$ cat src/hw/nvea_pkg.sv
// Shared constants and types for the data EEPROM access controller
package nvea_pkg;

	// ****************************************
	// Register map
	// ****************************************
	localparam int          ADDR_W          = 3;
	localparam logic [2:0]  OFF_ADDRESS     = 3'h0;
	localparam logic [2:0]  OFF_DATA        = 3'h1;
	localparam logic [2:0]  OFF_CONTROL     = 3'h2;
	localparam logic [2:0]  OFF_UNLOCK      = 3'h3;
	localparam logic [2:0]  OFF_STATUS      = 3'h4;

	// ****************************************
	// Control and status register fields
	// ****************************************
	localparam int          BIT_PROG_SEL    = 7;
	localparam int          BIT_CFG_SEL     = 6;
	localparam int          BIT_ABORT       = 3;
	localparam int          BIT_PERMIT      = 2;
	localparam int          BIT_WTRIG       = 1;
	localparam int          BIT_RTRIG       = 0;
	localparam int          BIT_DONE        = 0;

	// ****************************************
	// Unlock keys, reset values and write cycle length
	// ****************************************
	localparam logic [7:0]  KEY_FIRST       = 8'h55;
	localparam logic [7:0]  KEY_SECOND      = 8'hAA;
	localparam logic [7:0]  RST_BYTE        = 8'h00;
	localparam int          COMMIT_CYCLES   = 400;

	// ****************************************
	// Types
	// ****************************************
	typedef enum logic [1:0] {
		NVEA_LOCKED = 2'b00,
		NVEA_HALF   = 2'b01,
		NVEA_ARMED  = 2'b10
	} nvea_unlock_e;

	typedef enum logic [1:0] {
		NVEA_SP_DATA   = 2'b00,
		NVEA_SP_PROG   = 2'b01,
		NVEA_SP_CONFIG = 2'b10
	} nvea_space_e;

	typedef struct packed {
		logic [ADDR_W-1:0] addr;
		logic [7:0]        wdata;
		logic              wr;
		logic              rd;
	} nvea_req_s;

endpackage

$ cat src/hw/nvea_store.sv
// Byte-wide data EEPROM array with asynchronous read and clocked write
`timescale 1ns/1ps
`default_nettype none
module nvea_store #(
	parameter int DEPTH_LOG2 = 8
) (
	input  wire logic                  clk,
	input  wire logic                  we,
	input  wire logic [DEPTH_LOG2-1:0] addr,
	input  wire logic [7:0]            wdata,
	output logic      [7:0]            rdata
);
	// Contents survive reset on purpose: it is nonvolatile storage
	logic [7:0] mem [0:(1<<DEPTH_LOG2)-1];

	always_ff @(posedge clk) begin
		if (we) begin
			mem[addr] <= wdata;
		end
	end

	assign rdata = mem[addr];
endmodule
`default_nettype wire

$ cat src/hw/nvea_top.sv
// Register-driven access controller for the on-chip data EEPROM
//
// What this block does
// - Read byte lands in the data register before the next instruction cycle.
// - Data register keeps the read byte until a new read or software write.
// - Write starts only after 55h then AAh to unlock, then trigger.
// - Write trigger cannot be set while the write permit bit is clear.
// - Permit must be set by an earlier write than the trigger.
// - Hardware never clears the write permit bit.
// - During a write, control, address and data registers are frozen.
// - On completion hardware clears the write trigger and sets done flag.
// - Unlock register has no storage and always reads as zero.
// - Software can set but never clear the write trigger bit.
// - A master or watchdog reset during a write sets the abort flag.
// - Config select overrides program select; else program select picks space.
//
// The register addresses and the strobed register port were chosen for this implementation.
`timescale 1ns/1ps
`default_nettype none
module nvea_top #(
	parameter int DEPTH_LOG2    = 8,
	parameter int COMMIT_CYCLES = nvea_pkg::COMMIT_CYCLES
) (
	input  wire logic                  clk,
	input  wire logic                  srst,
	input  wire nvea_pkg::nvea_req_s   req,
	output logic      [7:0]            rdata,
	input  wire logic                  mclr_reset,
	input  wire logic                  wdt_reset,
	output logic                       commit_done_flag,
	output logic                       commit_busy,
	output nvea_pkg::nvea_space_e      space_sel
);

	// ****************************************
	// Register state
	// ****************************************
	localparam int CNT_W = $clog2(COMMIT_CYCLES + 1);

	logic [DEPTH_LOG2-1:0]  nv_address_reg;
	logic [7:0]             nv_data_reg;
	logic                   program_space_select;
	logic                   config_space_select;
	logic                   commit_permit_bit;
	logic                   commit_abort_flag;
	logic                   write_trigger;
	logic [CNT_W-1:0]       commit_cnt;
	nvea_pkg::nvea_unlock_e unlock_state;
	nvea_pkg::nvea_unlock_e next_unlock_state;
	logic [7:0]             store_rdata;
	logic                   store_we;
	logic                   core_reset;
	logic                   wr_addr;
	logic                   wr_data;
	logic                   wr_ctrl;
	logic                   wr_unlock;
	logic                   wr_status;
	logic                   key_first;
	logic                   key_second;
	logic                   read_go;
	logic                   commit_go;
	logic                   commit_end;
	logic                   data_space;
	logic [7:0]             next_rdata;

	// A master or watchdog reset acts like srst on the working registers
	assign core_reset = srst | mclr_reset | wdt_reset;

	assign wr_addr   = req.wr && req.addr == nvea_pkg::OFF_ADDRESS;
	assign wr_data   = req.wr && req.addr == nvea_pkg::OFF_DATA;
	assign wr_ctrl   = req.wr && req.addr == nvea_pkg::OFF_CONTROL;
	assign wr_unlock = req.wr && req.addr == nvea_pkg::OFF_UNLOCK;
	assign wr_status = req.wr && req.addr == nvea_pkg::OFF_STATUS;

	// ****************************************
	// Space selection
	// ****************************************
	// Config select dominates, so one bit fences off both memories
	always_comb begin
		if (config_space_select) begin
			space_sel = nvea_pkg::NVEA_SP_CONFIG;
		end else if (program_space_select) begin
			space_sel = nvea_pkg::NVEA_SP_PROG;
		end else begin
			space_sel = nvea_pkg::NVEA_SP_DATA;
		end
	end

	// Only the data space is served here; other spaces leave storage alone
	assign data_space = space_sel == nvea_pkg::NVEA_SP_DATA;

	// ****************************************
	// Unlock key decode
	// ****************************************
	// A key counts only when it is written to the unlock register itself
	assign key_first  = wr_unlock && req.wdata == nvea_pkg::KEY_FIRST;
	assign key_second = wr_unlock && req.wdata == nvea_pkg::KEY_SECOND;

	// ****************************************
	// Unlock sequencer
	// ****************************************
	// Any bus write other than the next expected step or a repeated first key breaks the sequence
	always_comb begin
		next_unlock_state = unlock_state;
		case (unlock_state)
			nvea_pkg::NVEA_LOCKED: begin
				if (key_first) begin
					next_unlock_state = nvea_pkg::NVEA_HALF;
				end
			end
			nvea_pkg::NVEA_HALF: begin
				if (key_second) begin
					next_unlock_state = nvea_pkg::NVEA_ARMED;
				end else if (req.wr && !key_first) begin
					next_unlock_state = nvea_pkg::NVEA_LOCKED;
				end
			end
			nvea_pkg::NVEA_ARMED: begin
				// A fresh first key restarts; any other write disarms
				if (key_first) begin
					next_unlock_state = nvea_pkg::NVEA_HALF;
				end else if (req.wr) begin
					next_unlock_state = nvea_pkg::NVEA_LOCKED;
				end
			end
			default: begin
				next_unlock_state = nvea_pkg::NVEA_LOCKED;
			end
		endcase
	end

	always_ff @(posedge clk) begin
		if (core_reset) begin
			unlock_state <= nvea_pkg::NVEA_LOCKED;
		end else begin
			unlock_state <= next_unlock_state;
		end
	end

	// ****************************************
	// Trigger decode
	// ****************************************
	// Permit is tested as already stored, so one write cannot set both
	assign commit_go = wr_ctrl && !write_trigger
		&& req.wdata[nvea_pkg::BIT_WTRIG]
		&& commit_permit_bit
		&& unlock_state == nvea_pkg::NVEA_ARMED;

	// A read trigger while busy is dropped, so the data register stays put
	assign read_go = wr_ctrl && !write_trigger
		&& req.wdata[nvea_pkg::BIT_RTRIG];

	assign commit_end = write_trigger
		&& commit_cnt == CNT_W'(COMMIT_CYCLES - 1);

	// ****************************************
	// Control register
	// ****************************************
	always_ff @(posedge clk) begin
		if (core_reset) begin
			program_space_select <= 1'b0;
			config_space_select  <= 1'b0;
			commit_permit_bit    <= 1'b0;
		end else if (wr_ctrl && !write_trigger) begin
			// Unused bits and the read trigger keep no state
			program_space_select <= req.wdata[nvea_pkg::BIT_PROG_SEL];
			config_space_select  <= req.wdata[nvea_pkg::BIT_CFG_SEL];
			// Only a software write changes the permit bit
			commit_permit_bit    <= req.wdata[nvea_pkg::BIT_PERMIT];
		end
	end

	// ****************************************
	// Write cycle timer
	// ****************************************
	always_ff @(posedge clk) begin
		if (core_reset) begin
			write_trigger <= 1'b0;
			commit_cnt    <= '0;
		end else if (commit_go) begin
			write_trigger <= 1'b1;
			commit_cnt    <= '0;
		end else if (commit_end) begin
			write_trigger <= 1'b0;
			commit_cnt    <= '0;
		end else if (write_trigger) begin
			commit_cnt    <= commit_cnt + CNT_W'(1);
		end
	end

	// Storage is written on the closing edge, with address and data frozen
	assign commit_busy = write_trigger;
	assign store_we    = commit_end && data_space;

	// ****************************************
	// Abort flag
	// ****************************************
	// Cleared only by power-on reset or by software, so it tells of the loss
	always_ff @(posedge clk) begin
		if (srst) begin
			commit_abort_flag <= 1'b0;
		end else if ((mclr_reset || wdt_reset) && write_trigger) begin
			commit_abort_flag <= 1'b1;
		end else if (wr_ctrl && !write_trigger
			&& !req.wdata[nvea_pkg::BIT_ABORT]) begin
			commit_abort_flag <= 1'b0;
		end
	end

	// ****************************************
	// Done flag
	// ****************************************
	// Write one to clear; a completion in the same cycle wins
	always_ff @(posedge clk) begin
		if (core_reset) begin
			commit_done_flag <= 1'b0;
		end else if (commit_end) begin
			commit_done_flag <= 1'b1;
		end else if (wr_status && req.wdata[nvea_pkg::BIT_DONE]) begin
			commit_done_flag <= 1'b0;
		end
	end

	// ****************************************
	// Address and data registers
	// ****************************************
	always_ff @(posedge clk) begin
		if (core_reset) begin
			nv_address_reg <= '0;
		end else if (wr_addr && !write_trigger) begin
			nv_address_reg <= req.wdata[DEPTH_LOG2-1:0];
		end
	end

	always_ff @(posedge clk) begin
		if (core_reset) begin
			nv_data_reg <= nvea_pkg::RST_BYTE;
		end else if (read_go && data_space) begin
			nv_data_reg <= store_rdata;
		end else if (wr_data && !write_trigger) begin
			nv_data_reg <= req.wdata;
		end
	end

	// Read is combinational, so a read trigger loads the byte on its own edge
	nvea_store #(
		.DEPTH_LOG2 (DEPTH_LOG2)
	) u_store (
		.clk   (clk),
		.we    (store_we),
		.addr  (nv_address_reg),
		.wdata (nv_data_reg),
		.rdata (store_rdata)
	);

	// ****************************************
	// Read-back
	// ****************************************
	// Reads have no side effects, so polling the status is always safe
	always_comb begin
		next_rdata = 8'h00;
		case (req.addr)
			nvea_pkg::OFF_ADDRESS: begin
				next_rdata = 8'(nv_address_reg);
			end
			nvea_pkg::OFF_DATA: begin
				next_rdata = nv_data_reg;
			end
			nvea_pkg::OFF_CONTROL: begin
				next_rdata[nvea_pkg::BIT_PROG_SEL] = program_space_select;
				next_rdata[nvea_pkg::BIT_CFG_SEL]  = config_space_select;
				next_rdata[nvea_pkg::BIT_ABORT]    = commit_abort_flag;
				next_rdata[nvea_pkg::BIT_PERMIT]   = commit_permit_bit;
				next_rdata[nvea_pkg::BIT_WTRIG]    = write_trigger;
			end
			nvea_pkg::OFF_UNLOCK: begin
				next_rdata = 8'h00;
			end
			nvea_pkg::OFF_STATUS: begin
				next_rdata[nvea_pkg::BIT_DONE] = commit_done_flag;
			end
			default: begin
				next_rdata = 8'h00;
			end
		endcase
	end

	always_ff @(posedge clk) begin
		if (srst) begin
			rdata <= 8'h00;
		end else if (req.rd) begin
			rdata <= next_rdata;
		end else begin
			rdata <= 8'h00;
		end
	end

endmodule
`default_nettype wire

$ cat config.mk
export PLATFORM = sky130hd
export DESIGN_NAME = nvea_top
export DESIGN_NICKNAME = d
export VERILOG_FILES = /design/src/hw/nvea_pkg.sv /design/src/hw/nvea_store.sv /design/src/hw/nvea_top.sv
export SDC_FILE = /design/constraint.sdc
export NUM_CORES = 2
export LEC_CHECK = 0
export ABC_CLOCK_PERIOD_IN_PS = 12300
export BUFFER_PORTS_ARGS = -buffer_cell sky130_fd_sc_hd__buf_2
export CORE_MARGIN = 2
export CORE_UTILIZATION = 38
export DETAILED_ROUTE_END_ITERATION = 10
export PLACE_DENSITY = 0.56
export SYNTH_ARGS = -nofsm -noshare
export SYNTH_HDL_FRONTEND = slang
export SYNTH_SLANG_ARGS = --single-unit
$ cat constraint.sdc
create_clock -name clk -period 12.3 [get_ports clk]
set_clock_uncertainty 0.05 [all_clocks]
set_input_delay 3.075 -clock clk [delete_from_list [all_inputs] [get_ports clk]]
set_output_delay 3.075 -clock clk [all_outputs]
set_load 0.02 [all_outputs]
==> results.yml <==
run_status:
  outcome: "finished, final reports clean"
clock_tree:
  cts_buffers: 210
  insertion_delay_ps: 860
  cts_max_level: 4
  ctsHoldBuffers: 0
  cts_tree: "built"
  post-cts-setup-buffers: 0
  clk_pin_slew_ps: 70
  cts-root-buf: "clkbuf_16"
  ctsResizeCount: 0
  clock_path_buffers: 3
  clock_sinks: 2097
synth:
  synth_edf_count: 2048
  seq_area_frac_synth: 0.763
  yosysUniqueCellTypes: 72
  synth_fp_nets: 4015
  avgSynthCellArea_um2: 20.5
  ys.flop_type: "edfxtp_1"
  synth_cells: 3997
  yosysWarnings: 0
  ys_seq_elements: 2097
  async_reset_ff_frac: 0
  netlist_area_um2: 81900
final_layout:
  stdcell_area_um2: 91700
  regMostFlops: "u_store.mem"
  fin_cells: 7094
  drive_above_1_share: 0.229
  syn_to_final_growth_pct: 12.0
  nNetsFinal: 4107
  fillers: 18526
  final_common_cell: "edfxtp_1"
  layout_common_cells: "edfxtp_1 (2048), mux4_2 (519), nor2_1 (324)"
  top_regs: "u_store.mem x2048, commit_cnt x9"
  largest_reg_flops: 2048
placed_design:
  dpl_cell_area_um2: 85100
  place_congestion: 0.879
  hpwl_mm: 137
  pre_cts_slack_ps: 6600
  io_buffer_count: 28
  place_inst: 6715
timing:
  maxSlewHeadroom: 0.150
  clock.fmax_ghz: 0.199
  finalSetupViolations: 0
  drv_slew: 0
  setup_ws_ps: 7270
  period_share: 0.409
  worst_pin_slew_ps: 1280
  rsz0062_at_grt: "no"
  tns_ps: 0
  min_period_ps: 5030
  hold_viol: 0
critical_path:
  worstPathRequired_ps: 12990
  crit_family: "compound AO/OA/AOI/OAI gates"
  cp-start-kind: "register"
  worst_setup_path_end_kind: "register"
  path_cells: "buf_12 > buf_4 > nor2_1 > a221o_1 > a31oi_1 > o221ai_1 > a21oi_1 > nor3_1 > or3_1"
  cp_slowest_cell: "dfxtp_4"
  arrival_ps: 5710
  criticalPathCategory: "register to register"
  max_stage_delay_ps: 910
  path_max_fanout: 104
  cp_num_buf_inv: 2
pwr:
  power_per_cell_area_nw_per_um2: 153
  p_comb_frac: 0.005
  p_seq_frac: 0.552
  power.internal_w: 0.0112
  switching_share: 0.199
  p_leak_nw: 25.6
  p_total_w: 0.0140
  peakVddDrop_mv: 0.151
  p_switching_w: 0.00279
  clkPwrFrac: 0.444
global_routing:
  gr-usage-all-layers: 0.207
  antenna_found_initial: 9
  grt_overflow: 0
  grt_pass1_wl_mm: 322
  grt_pass1_vias: 41119
  grt_max_degree: 109
floorplan:
  ioPinCount: 29
  core-area_um2: 214000
  die_h_um: 468
  rows: 170
  die_w_um: 468
  start_util: 0.382
  dieArea_um2: 219000
detailed_routing:
  drtIter0Drc: 5151
  postRouteAntennaNets: 0
  viasPerCell: 5.81
  vias: 41205
  routed_wl_mm: 229
  drc_errors: 0
  wl_per_cell_um: 32.2
  dr.pass1.iters: 6
min_path:
  min_path_type: "register to register"
job:
  maxCapViolCount: 0
==> metal layers <==
layer | global-route usage | vias to the layer above | part of all wire
li1 | - | 16693 | -
met1 | 0.295 | 22413 | 0.42
met2 | 0.329 | 1760 | 0.48
met3 | 0.0354 | 339 | 0.073
met4 | 0.0591 | 0 | 0.029
met5 | 0 | - | 0
==> cells in the mapped netlist (16+ instances only) <==
library cell	number	area, µm²
nor2b_1	22	138
a21oi_1	68	340
nor3_1	24	120
mux2_2	20	225
buf_6	30	338
nand3_1	57	285
a31oi_1	18	113
nand2_1	226	848
nor2_1	325	1220
buf_4	30	225
clkbuf_1	106	398
mux4_2	519	11700
and3_1	16	100
edfxtp_1	2048	61500
o221ai_1	16	140
o21ai_0	26	130
buf_2	57	285
dfxtp_1	49	981
mux2i_1	113	1130
==> path summary, 6_finish.rpt <==
| kind | cells past startpoint | slack (ps) | start | endpoint |
|---|---|---|---|---|
| max | 9 | 7270 | register | nv_data_reg[2] |
| min | 2 | 450 | commit_permit_bit | commit_permit_bit |
| max reg2reg | 9 | 7270 | register | nv_data_reg[2] |
| min reg2reg | 2 | 450 | commit_permit_bit | commit_permit_bit |
==> tightest hold or removal path, cell delays in order, from the launching register on <==
cell,delay (ps)
dfxtp_1,340
nand2_1,60
a21oi_1,50
==> per-stage QoR <==
step	util	hold WS, ps
3_5_place_dp	0.397	435
4_1_cts	0.428	443
3_3_place_gp	0.397	441
6_report	0.428	453
2_1_floorplan	-	398
5_1_grt	0.428	485
==> area by class of cell <==
| type | count | area, µm² | share of cell area |
|---|---|---|---|
| multi-input cells | 1654 | 18100 | 0.198 |
| well taps | 2838 | 3550 | 0.0387 |
| diodes | 7 | 17.5 | 0.000191 |
| repair buffers | 117 | 871 | 0.00949 |
| clock buffers | 262 | 5560 | 0.0607 |
| flip-flops and latches | 2097 | 62500 | 0.682 |
| inverters | 9 | 43.8 | 0.000477 |
| clock inverters | 110 | 1030 | 0.0113 |
==> cells by family (layout without fill, tap and decap cells) <==
| family | count (synthesis) | count (layout) | synth area share |
|---|---|---|---|
| mux | 652 | 652 | 0.159 |
| simple gates | 735 | 735 | 0.0385 |
| xor+xnor | 8 | 8 | 0.000855 |
| other cells | 0 | 7 | 0 |
| flops | 2097 | 2097 | 0.763 |
| compound gates | 258 | 258 | 0.0220 |
| buf+inv | 246 | 498 | 0.0164 |
| fa+ha+maj | 1 | 1 | 0.000153 |
==> power by group through the flow <==
stage                     registers, W  clock network [W]   logic, W
after floorplan                0.00789                  0  0.0000328
after detailed placement       0.00789                  0  0.0000676
after CTS                      0.00773            0.00630  0.0000676
after global placement         0.00789                  0  0.0000669
after global routing           0.00773            0.00658  0.0000707
final                          0.00773            0.00622  0.0000681
(Power assumes the default switching activity.)
